[src/cscc_defs.svh]
// constants for the card spi command control block
`ifndef CSCC_DEFS_SVH
`define CSCC_DEFS_SVH
// command indices the control logic looks at
`define CSCC_CMD_RESET      6'h00
`define CSCC_CMD_INIT_POLL  6'h01
`define CSCC_CMD_SEND_CSPEC 6'h09
`define CSCC_CMD_SEND_IDENT 6'h0a
`define CSCC_CMD_STOP       6'h0c
`define CSCC_CMD_READ_COND  6'h3a
// frame layout
`define CSCC_FRAME_BITS     6'd47
// response status bit positions
`define CSCC_R1_IDLE        0
`define CSCC_R1_ILLEGAL     2
`define CSCC_R1_CRC         3
`define CSCC_R1_RANGE       6
// response lengths in bits, gap byte included
`define CSCC_LEN_R1         8'd16
`define CSCC_LEN_R3         8'd48
`define CSCC_LEN_DATA       8'd176
`define CSCC_GAP_BYTE       8'hff
`define CSCC_START_TOKEN    8'hfe
// command maps: bit n set means command n belongs to that group
`define CSCC_BASIC_CMDS     64'h0c00_0000_0001_3743
`define CSCC_READ_CMDS      64'h0000_0000_0086_0000
`define CSCC_WRITE_CMDS     64'h0000_0000_0b00_0000
`define CSCC_PROT_CMDS      64'h0000_0000_7000_0000
`define CSCC_ERASE_CMDS     64'h0000_0058_0000_0000
`define CSCC_LOCK_CMDS      64'h0000_0400_0000_0000
`define CSCC_APP_CMDS       64'h0180_0000_0000_0000
// operation timeout is this multiple of the typical time
`define CSCC_TIMEOUT_FACTOR 10
`endif

[src/cscc_pkg.sv]
// types and checksum functions for the card spi command control block
`default_nettype none
package cscc_pkg;
    typedef enum logic [1:0] {CSCC_ST_RX = 2'b01, CSCC_ST_TX = 2'b10} cscc_state_t;

    // crc7 over the first 40 frame bits, generator x^7+x^3+1
    function automatic logic [6:0] cscc_crc7(input logic [39:0] d);
        logic [6:0] c;
        logic       fb;
        c = 7'h00;
        for (int i = 39; i >= 0; i--)
        begin
            fb = d[i] ^ c[6];
            c  = {c[5:0], 1'b0} ^ (fb ? 7'h09 : 7'h00);
        end
        return c;
    endfunction

    // crc16 over a 16 byte register block, generator x^16+x^12+x^5+1
    function automatic logic [15:0] cscc_crc16(input logic [127:0] d);
        logic [15:0] c;
        logic        fb;
        c = 16'h0000;
        for (int i = 127; i >= 0; i--)
        begin
            fb = d[i] ^ c[15];
            c  = {c[14:0], 1'b0} ^ (fb ? 16'h1021 : 16'h0000);
        end
        return c;
    endfunction
endpackage
`default_nettype wire

[src/cscc_card.sv]
// card-side spi command interpreter: frames, init polling, register reads, busy, errors
// Overview of operation
// - register read returns token, 16 bytes, crc16
// - identification read framed like card data read
// - after reset idle accepts only reset, poll, conditions
// - idle flag clears only after initialisation finishes
// - poll command ignores operand, returns no conditions
// - conditions read answered at any time
// - host may change or stop the clock
// - busy released only on a later clock edge
// - failed command crc sets crc flag
// - unsupported, barred, undefined commands flagged illegal
// - operations abandoned after ten typical times
// - prefetch overrun reported in stop response
// - frame is 48 bits with fixed field layout
// - six bytes, msb first, always with crc
// - class table gates commands in spi mode
// - busy holds data-out low while programming
`default_nettype none
`include "cscc_defs.svh"
module cscc_card
    import cscc_pkg::*;
#(
    parameter int INIT_CYCLES = 1000,   // internal initialisation length in clocks
    parameter int TYP_W       = 24      // width of the typical operation time
)(
    input  wire logic             clk_sys,               // system clock, 125 mhz
    input  wire logic             rst_n,                 // async reset, active low
    input  wire logic             spi_sclk,              // bus clock from host
    input  wire logic             spi_cs_n,              // chip select, active low
    input  wire logic             spi_mosi,              // command bits from host
    output logic                  spi_miso,              // data-out line level
    output logic                  spi_miso_oe,           // data-out driven while high
    input  wire logic [127:0]     cid_data,              // card_identification block
    input  wire logic [127:0]     csd_data,              // card_specific_data block
    input  wire logic [31:0]      ocr_data,              // operating_conditions word
    input  wire logic [11:0]      class_support,         // supported command classes
    input  wire logic             prog_busy,             // programming in progress
    input  wire logic             prefetch_overrun,      // read-ahead passed last address
    input  wire logic             op_start,              // timed operation begins, pulse
    input  wire logic             op_done,               // timed operation ends, pulse
    input  wire logic [TYP_W-1:0] op_typ_cycles,         // typical time of the operation
    output logic                  in_idle,               // card in idle state
    output logic                  cmd_valid,             // legal command taken, pulse
    output logic [5:0]            cmd_index,             // index of last legal command
    output logic [31:0]           cmd_arg,               // argument of last legal command
    output logic                  command_crc_fail_flag, // last frame failed crc
    output logic                  illegal_flag,          // last frame was illegal
    output logic                  address_range_fault,   // overrun awaiting stop command
    output logic                  op_abort,              // operation abandoned, pulse
    output logic                  op_timeout_err         // sticky timeout error
);
    localparam int LIM_W = TYP_W + 4;

    // pin synchronisers; bit 0 feeds only bit 1
    logic [2:0] sclk_q;
    logic [1:0] cs_q;
    logic [1:0] mosi_q;
    always_ff @(posedge clk_sys or negedge rst_n)
    begin
        if (!rst_n)
        begin
            sclk_q <= 3'h0;
            cs_q   <= 2'h3;
            mosi_q <= 2'h3;
        end
        else
        begin
            sclk_q <= {sclk_q[1:0], spi_sclk};
            cs_q   <= {cs_q[0], spi_cs_n};
            mosi_q <= {mosi_q[0], spi_mosi};
        end
    end

    // edges found by sampling, so any host rate well below clk_sys or a stopped clock is fine
    wire sclk_rise = sclk_q[1] & ~sclk_q[2];
    wire sclk_fall = ~sclk_q[1] & sclk_q[2];
    wire sel       = ~cs_q[1];

    cscc_state_t  state;
    logic [47:0]  rx_sh;
    logic [5:0]   rx_cnt;
    logic         frame_done;
    logic [175:0] tx_sh;
    logic [7:0]   tx_left;
    logic         busy_hold;
    logic [31:0]  init_cnt;
    logic [LIM_W-1:0] op_cnt;
    logic [LIM_W-1:0] op_lim;
    logic         op_run;

    // frame fields, msb first; start bit is the first zero seen
    wire [5:0]  rx_idx  = rx_sh[45:40];
    wire [31:0] rx_arg  = rx_sh[39:8];
    wire        crc_ok  = (cscc_crc7(rx_sh[47:8]) == rx_sh[7:1])
                          && rx_sh[46] && rx_sh[0];
    wire        init_fin = (init_cnt == 32'(INIT_CYCLES));

    // legal map: fixed spi set, optional classes gated by the class table
    wire [63:0] legal_map = `CSCC_BASIC_CMDS
        | (`CSCC_READ_CMDS  & {64{class_support[2]}})
        | (`CSCC_WRITE_CMDS & {64{class_support[4]}})
        | (`CSCC_ERASE_CMDS & {64{class_support[5]}})
        | (`CSCC_PROT_CMDS  & {64{class_support[6]}})
        | (`CSCC_LOCK_CMDS  & {64{class_support[7]}})
        | (`CSCC_APP_CMDS   & {64{class_support[8]}});
    wire idle_ok = (rx_idx == `CSCC_CMD_RESET) || (rx_idx == `CSCC_CMD_INIT_POLL)
                   || (rx_idx == `CSCC_CMD_READ_COND);
    wire legal   = crc_ok && (in_idle ? idle_ok : legal_map[rx_idx]);
    wire illegal = crc_ok && !legal;

    // idle entered on reset command, left on a poll once init is over
    wire next_idle = (crc_ok && rx_idx == `CSCC_CMD_RESET) ? 1'b1 :
                     (legal && rx_idx == `CSCC_CMD_INIT_POLL && init_fin) ? 1'b0 :
                     in_idle;
    wire rng_rep = address_range_fault && legal && rx_idx == `CSCC_CMD_STOP;
    wire [7:0] r1 = {1'b0, rng_rep, 2'b00, !crc_ok, illegal, 1'b0, next_idle};

    // response frames; the poll command gets a bare status byte, operand unused
    wire is_reg = legal && (rx_idx == `CSCC_CMD_SEND_CSPEC || rx_idx == `CSCC_CMD_SEND_IDENT);
    wire is_ocr = legal && rx_idx == `CSCC_CMD_READ_COND;
    wire [127:0] blk = (rx_idx == `CSCC_CMD_SEND_CSPEC) ? csd_data : cid_data;
    wire [175:0] frame_data = {`CSCC_GAP_BYTE, r1, `CSCC_GAP_BYTE, `CSCC_START_TOKEN,
                               blk, cscc_crc16(blk)};
    wire [175:0] frame_r3 = {`CSCC_GAP_BYTE, r1, ocr_data, 128'h0};
    wire [175:0] frame_r1 = {`CSCC_GAP_BYTE, r1, 160'h0};
    wire [175:0] next_frame = is_reg ? frame_data : is_ocr ? frame_r3 : frame_r1;
    wire [7:0]   next_len   = is_reg ? `CSCC_LEN_DATA : is_ocr ? `CSCC_LEN_R3 : `CSCC_LEN_R1;

    // receive shifter; commands are ignored while busy or sending
    wire rx_go = sel && state == CSCC_ST_RX && !busy_hold && sclk_rise
                 && !(rx_cnt == 6'd0 && mosi_q[1]);
    always_ff @(posedge clk_sys or negedge rst_n)
    begin
        if (!rst_n)
        begin
            rx_sh      <= 48'h0;
            rx_cnt     <= 6'd0;
            frame_done <= 1'b0;
        end
        else
        begin
            frame_done <= rx_go && rx_cnt == `CSCC_FRAME_BITS;
            if (!sel)
                rx_cnt <= 6'd0;
            else if (rx_go)
            begin
                rx_sh  <= {rx_sh[46:0], mosi_q[1]};
                rx_cnt <= (rx_cnt == `CSCC_FRAME_BITS) ? 6'd0 : rx_cnt + 6'd1;
            end
        end
    end

    // transmit on falling edges; the host must keep clocking to drain it
    always_ff @(posedge clk_sys or negedge rst_n)
    begin
        if (!rst_n)
        begin
            state   <= CSCC_ST_RX;
            tx_sh   <= 176'h0;
            tx_left <= 8'd0;
        end
        else if (!sel)
            state <= CSCC_ST_RX;
        else if (state == CSCC_ST_RX && frame_done)
        begin
            state   <= CSCC_ST_TX;
            tx_sh   <= next_frame;
            tx_left <= next_len;
        end
        else if (state == CSCC_ST_TX && sclk_fall)
        begin
            tx_sh   <= {tx_sh[174:0], 1'b0};
            tx_left <= tx_left - 8'd1;
            if (tx_left == 8'd1)
                state <= CSCC_ST_RX;
        end
    end

    // busy is dropped only on a bus clock edge, so a stopped clock keeps the line low
    always_ff @(posedge clk_sys or negedge rst_n)
    begin
        if (!rst_n)
            busy_hold <= 1'b0;
        else if (prog_busy)
            busy_hold <= 1'b1;
        else if (sclk_fall)
            busy_hold <= 1'b0;
    end

    // data-out line; released when deselected even if still busy
    always_ff @(posedge clk_sys or negedge rst_n)
    begin
        if (!rst_n)
        begin
            spi_miso    <= 1'b1;
            spi_miso_oe <= 1'b0;
        end
        else
        begin
            spi_miso_oe <= sel;
            if (busy_hold)
                spi_miso <= 1'b0;
            else if (sclk_fall)
                spi_miso <= (state == CSCC_ST_TX) ? tx_sh[175] : 1'b1;
        end
    end

    // command results and idle state
    always_ff @(posedge clk_sys or negedge rst_n)
    begin
        if (!rst_n)
        begin
            in_idle               <= 1'b1;
            init_cnt              <= 32'd0;
            cmd_valid             <= 1'b0;
            cmd_index             <= 6'h00;
            cmd_arg               <= 32'h0;
            command_crc_fail_flag <= 1'b0;
            illegal_flag          <= 1'b0;
            address_range_fault   <= 1'b0;
        end
        else
        begin
            cmd_valid <= frame_done && state == CSCC_ST_RX && legal;
            if (frame_done && state == CSCC_ST_RX)
            begin
                in_idle               <= next_idle;
                command_crc_fail_flag <= !crc_ok;
                illegal_flag          <= illegal;
                if (legal)
                begin
                    cmd_index <= rx_idx;
                    cmd_arg   <= rx_arg;
                end
            end
            if (frame_done && crc_ok && rx_idx == `CSCC_CMD_RESET)
                init_cnt <= 32'd0;
            else if (!init_fin)
                init_cnt <= init_cnt + 32'd1;
            // a new overrun wins over the report that clears the old one
            if (prefetch_overrun)
                address_range_fault <= 1'b1;
            else if (frame_done && state == CSCC_ST_RX && rng_rep)
                address_range_fault <= 1'b0;
        end
    end

    // operation watchdog at ten times the typical time
    always_ff @(posedge clk_sys or negedge rst_n)
    begin
        if (!rst_n)
        begin
            op_run         <= 1'b0;
            op_cnt         <= '0;
            op_lim         <= '0;
            op_abort       <= 1'b0;
            op_timeout_err <= 1'b0;
        end
        else
        begin
            // the pulse itself stops the run, so it must not repeat on the next cycle
            op_abort <= op_run && !op_abort && !op_done && op_cnt >= op_lim;
            if (op_start)
            begin
                op_run <= 1'b1;
                op_cnt <= '0;
                op_lim <= LIM_W'(op_typ_cycles) * LIM_W'(`CSCC_TIMEOUT_FACTOR);
            end
            else if (op_done || op_abort)
                op_run <= 1'b0;
            else if (op_run)
                op_cnt <= op_cnt + 1'b1;
            if (op_abort)
                op_timeout_err <= 1'b1;
            else if (cmd_valid && cmd_index == `CSCC_CMD_RESET)
                op_timeout_err <= 1'b0;
        end
    end

    wire take = frame_done && state == CSCC_ST_RX;
endmodule
`default_nettype wire

[config.mk]
export PLATFORM = sky130hd
export DESIGN_NAME = cscc_card
export DESIGN_NICKNAME = d
export VERILOG_FILES = /design/src/cscc_pkg.sv /design/src/cscc_card.sv
export VERILOG_INCLUDE_DIRS = /design/src
export SDC_FILE = /design/constraint.sdc
export NUM_CORES = 1
export LEC_CHECK = 0
export BUFFER_PORTS_ARGS = -buffer_cell sky130_fd_sc_hd__clkbuf_2
export CAP_MARGIN = 20
export CORE_MARGIN = 8
export CORE_UTILIZATION = 63
export CTS_CLUSTER_DIAMETER = 200
export DETAILED_ROUTE_END_ITERATION = 7
export PLACE_DENSITY = 0.93
export SLEW_MARGIN = 20
export SYNTH_ARGS = -nofsm -noshare
export SYNTH_HDL_FRONTEND = slang
export SYNTH_SLANG_ARGS = --single-unit
[constraint.sdc]
create_clock -name clk_sys -period 19.37 [get_ports clk_sys]
set_clock_uncertainty 0.2 [all_clocks]
set_input_delay 3.874 -clock clk_sys [delete_from_list [all_inputs] [get_ports clk_sys]]
set_output_delay 3.874 -clock clk_sys [all_outputs]
set_load 0.02 [all_outputs]
==> run_results.csv <==
group,metric,value,unit
floorplan,floorplan.die.height,219,um
clock_tree,cts_repair_resize_count,0,
layout,design.final.nets,3423,
clock_tree,cts.clk_slew.worst_paths,0.06,ns
logic_synthesis,synth_enable_flop_cells,0,
logic_synthesis,synth.yosys.seq_area_share,37.2,%
logic_synthesis,synthMostInstantiatedCell,"sky130_fd_sc_hd__xnor2_1",
worst_setup_path,critPathCaptureType,"flip-flop",
clock_tree,clockRootBuffer,"sky130_fd_sc_hd__clkbuf_16",
timing,final_critical_path_setup_slack,8.31,ns
route,vias,22100,
route,post_drt_via_cell_ratio,6.16,
clock_tree,clk-insertion-delay-late,0.60,ns
floorplan,fp.coreArea,0.0406,sq mm
logic_synthesis,netlist_top_cells_count,"sky130_fd_sc_hd__xnor2_1, sky130_fd_sc_hd__dfrtp_1, sky130_fd_sc_hd__nand2_1",
placed_design,port_buffers,373,
global_routing,antenna_violations_before_repair,28,
global_routing,first_pass_grt_wire_length,121000,um
route,route.detailed.drc,0,
clock_tree,cts_sinks,384,
timing,timing.slew.headroom,24.9,%
logic_synthesis,synth_top_flop_cell,"sky130_fd_sc_hd__dfrtp_1",
timing,tightest_slew,1.13,ns
clock_tree,tritoncts,"yes",
global_routing,total_overflow_reported_by_the_global_router,0,
timing,setup_total_negative_slack,0,ns
placed_design,hpwl,55800,um
timing,drv_slew,0,
logic_synthesis,yosysTopAreaCell,"sky130_fd_sc_hd__dfrtp_1",
timing,timing.final.setup_violations,0,
placed_design,gp_congestion,0.966,
logic_synthesis,yosys_register_bits,384,
timing,share_of_the_clock_period_used_by_the_worst_path_after_layout,57.1,%
route,ant_nets,0,
floorplan,placementRows,74,
worst_setup_path,path_max_fanout,5,
floorplan,floorplan.die.width,219,um
worst_setup_path,critical_path.reg2reg.startpoint,"rx_sh[43]$_DFFE_PN0P_",
run,drv_cap,0,
logic_synthesis,post_synth_instance_area,0.0258,sq mm
floorplan,die-area,0.0477,sq mm
global_routing,grt_util_all_layers,31.9,%
route,route.detailed.wl_per_inst,21.9,um
logic_synthesis,yosys_warnings,0,
layout,post-route-util,72.7,%
layout,area.growth.synth_to_final,14.4,%
worst_hold_path,hold_path_sink,"sclk_q[1]$_DFF_PN0_",
timing,max_freq,90.4,MHz
logic_synthesis,ys_top_cells_by_area,"sky130_fd_sc_hd__dfrtp_1, sky130_fd_sc_hd__xnor2_1, sky130_fd_sc_hd__xor2_1, sky130_fd_sc_hd__nand2_1, sky130_fd_sc_hd__o21ai_0",
logic_synthesis,async_reset_ff_share,100,%
worst_setup_path,timing.setup.critical_path_class,"in -> reg",
worst_setup_path,worstPathRequired,19.65,ns
worst_setup_path,reg2reg_setup_slack,10.11,ns
placed_design,placement.setup.worst_slack,7.84,ns
global_routing,grt_max_degree,116,
route,drt_iter0_drc,2707,
clock_tree,numCtsBuffers,42,
logic_synthesis,netlist.area_leader.share,36.5,%
placed_design,numPlacedInstances,3499,
logic_synthesis,syn_avg_cell_area,9.49,sq um
worst_hold_path,timing.hold.worst.start,"sclk_q[0]$_DFF_PN0_",
worst_hold_path,worst_hold_path.num_cells,0,
global_routing,number_of_global_route_vias_before_repair,22900,
layout,drive_gt1_share,19.2,%
route,drt_pass1_iterations,6,
logic_synthesis,synth.distinct_cells,65,
floorplan,floorplan.initialDensity,63.6,%
timing,finalHoldViolations,0,
worst_setup_path,worst_setup_path_start_kind,"input port",
run_status,status,"finished, final reports clean",
layout,fill_cells,2622,
layout,multi_input_area,0.0155,sq mm
route,routed_wl,78600,um
clock_tree,ctsLongestPathBuffers,3,
clock_tree,hold_buffers,0,
floorplan,io-pin-count,380,
timing,setup_repair_after_global_routing_missed_its_margin,"false",
timing,finalCriticalPeriod,11.06,ns
logic_synthesis,syn-num-nets,3135,
clock_tree,post-cts-setup-buffer-count,0,
layout,final_cell_count_no_fill,3587,
worst_setup_path,crit-reg2reg-capture,"tx_sh[5]$_DFFE_PN0P_",
worst_setup_path,reg2reg_depth,23,
worst_setup_path,worst_ep_arrival_time,11.34,ns
logic_synthesis,syn-instance-count,2723,
clock_tree,number_of_h_tree_levels,2,
worst_hold_path,min_path_type,"reg -> reg",
layout,ff_latch_area,0.00962,sq mm
cell families (layout without fill, tap and decap cells):
kind of cell / count (synthesis) / in the layout / share of synthesized area [%]
compound gates: 609 / 609 / 13.7
xor+xnor: 630 / 630 / 24.9
mux: 160 / 160 / 6.64
simple gates: 647 / 647 / 10.5
buf+inv: 214 / 533 / 3.23
flops: 384 / 384 / 37.2
other cells: 0 / 13 / 0
fa+ha+maj: 79 / 79 / 3.86
worst max path at each step:
stage                      endpoint          start  depth (start not counted)  slack, ns
5_1_grt        tx_sh[5]$_DFFE_PN0P_  cid_data[125]                         27       7.97
3_3_place_gp   tx_sh[5]$_DFFE_PN0P_  cid_data[127]                         25       8.03
2_1_floorplan  tx_sh[5]$_DFFE_PN0P_  cid_data[127]                         25       8.77
3_5_place_dp   tx_sh[5]$_DFFE_PN0P_  cid_data[127]                         25       7.84
6_report       tx_sh[5]$_DFFE_PN0P_  csd_data[127]                         25       8.31
4_1_cts        tx_sh[5]$_DFFE_PN0P_  cid_data[127]                         25       8.31
placed cells by master, fill, tap and decap left out, types with 5 or more instances in the layout:
cell type | synthesis | final
sky130_fd_sc_hd__xnor2_1 | 390 | 390
sky130_fd_sc_hd__dfrtp_1 | 377 | 377
sky130_fd_sc_hd__clkbuf_2 | 0 | 372
sky130_fd_sc_hd__nand2_1 | 343 | 339
sky130_fd_sc_hd__o21ai_0 | 256 | 256
sky130_fd_sc_hd__nor2_1 | 184 | 182
sky130_fd_sc_hd__a21oi_1 | 168 | 168
sky130_fd_sc_hd__xor2_1 | 160 | 160
sky130_fd_sc_hd__mux2i_1 | 112 | 112
sky130_fd_sc_hd__ha_1 | 78 | 78
sky130_fd_sc_hd__o21a_1 | 74 | 74
sky130_fd_sc_hd__inv_1 | 65 | 65
sky130_fd_sc_hd__clkbuf_16 | 0 | 43
sky130_fd_sc_hd__mux2_2 | 41 | 41
sky130_fd_sc_hd__nand3_1 | 32 | 31
sky130_fd_sc_hd__xnor3_1 | 31 | 31
sky130_fd_sc_hd__xnor2_2 | 29 | 29
sky130_fd_sc_hd__a21o_1 | 24 | 24
sky130_fd_sc_hd__o21bai_1 | 19 | 19
sky130_fd_sc_hd__buf_4 | 2 | 18
sky130_fd_sc_hd__a221oi_1 | 17 | 17
sky130_fd_sc_hd__and3_1 | 16 | 15
sky130_fd_sc_hd__nand4_1 | 14 | 14
sky130_fd_sc_hd__a211oi_1 | 14 | 14
sky130_fd_sc_hd__diode_2 | 0 | 13
sky130_fd_sc_hd__clkbuf_8 | 0 | 11
sky130_fd_sc_hd__clkinv_2 | 0 | 9
sky130_fd_sc_hd__nor3_1 | 11 | 8
sky130_fd_sc_hd__nor4_1 | 9 | 8
sky130_fd_sc_hd__xor2_2 | 8 | 8
sky130_fd_sc_hd__and2_1 | 8 | 7
sky130_fd_sc_hd__or3_1 | 7 | 7
sky130_fd_sc_hd__dfstp_2 | 7 | 7
sky130_fd_sc_hd__nor2b_1 | 6 | 6
sky130_fd_sc_hd__xnor2_4 | 6 | 6
sky130_fd_sc_hd__o22ai_1 | 5 | 5
sky130_fd_sc_hd__a22oi_1 | 5 | 5
per-layer routing:
metal | global-route usage (%) | up-vias | wire length, um | share of wire, %
li1 | - | 9765 | - | -
met1 | 35.7 | 10500 | 26900 | 34
met5 | 0 | - | 210 | 0.27
met3 | 9.61 | 418 | 8370 | 11
met4 | 21.5 | 30 | 5420 | 6.9
met2 | 52.1 | 1349 | 37700 | 48
flip-flops by register name, indices dropped and copies added, names as in the netlist, 2 cells and up:
name / count
init_cnt: 32
cs_q: 2
op_lim: 27
tx_sh: 176
state: 2
rx_cnt: 6
sclk_q: 3
cmd_arg: 32
rx_sh: 48
cmd_index: 6
tx_left: 8
op_cnt: 28
mosi_q: 2
worst max-delay path: stages:
cell and delay (ns):
sky130_fd_sc_hd__clkbuf_2 0.19, sky130_fd_sc_hd__xnor3_1 0.56, sky130_fd_sc_hd__xnor2_2 0.38, sky130_fd_sc_hd__xnor2_1 0.16, sky130_fd_sc_hd__mux2i_2 0.44, sky130_fd_sc_hd__xor2_2 0.27, sky130_fd_sc_hd__xnor3_1 0.35, sky130_fd_sc_hd__xnor3_2 0.51
sky130_fd_sc_hd__xnor2_4 0.21, sky130_fd_sc_hd__xnor2_4 0.29, sky130_fd_sc_hd__xor2_2 0.31, sky130_fd_sc_hd__xor2_1 0.31, sky130_fd_sc_hd__xnor3_2 0.57, sky130_fd_sc_hd__xnor2_4 0.21, sky130_fd_sc_hd__xnor2_1 0.31, sky130_fd_sc_hd__xor2_1 0.43
sky130_fd_sc_hd__xnor2_1 0.16, sky130_fd_sc_hd__xnor2_1 0.26, sky130_fd_sc_hd__xor2_2 0.32, sky130_fd_sc_hd__xor2_2 0.17, sky130_fd_sc_hd__xnor2_2 0.33, sky130_fd_sc_hd__xnor2_2 0.16, sky130_fd_sc_hd__xor2_1 0.18, sky130_fd_sc_hd__a221oi_1 0.30
sky130_fd_sc_hd__nor2_1 0.08
per-stage QoR:
step                hold slack, ns  cell area, sq um
global route                 0.158             29500
finish                       0.149             29600
floorplan                    0.131             25800
global placement             0.140             28000
CTS                          0.148             29500
detailed placement           0.135             28000
final cells by class:
cell class	count	area share [%]
multi-input cells	2125	52.4
flip-flops and latches	384	32.5
repair buffers	392	6.85
clock buffers	56	4.18
well taps	532	2.25
clock inverters	19	0.864
inverters	66	0.838
diodes	13	0.110
Power is left out: the tool's default activity adds up to more than one toggle a clock period on the data nets, which glitch-free logic cannot reach.
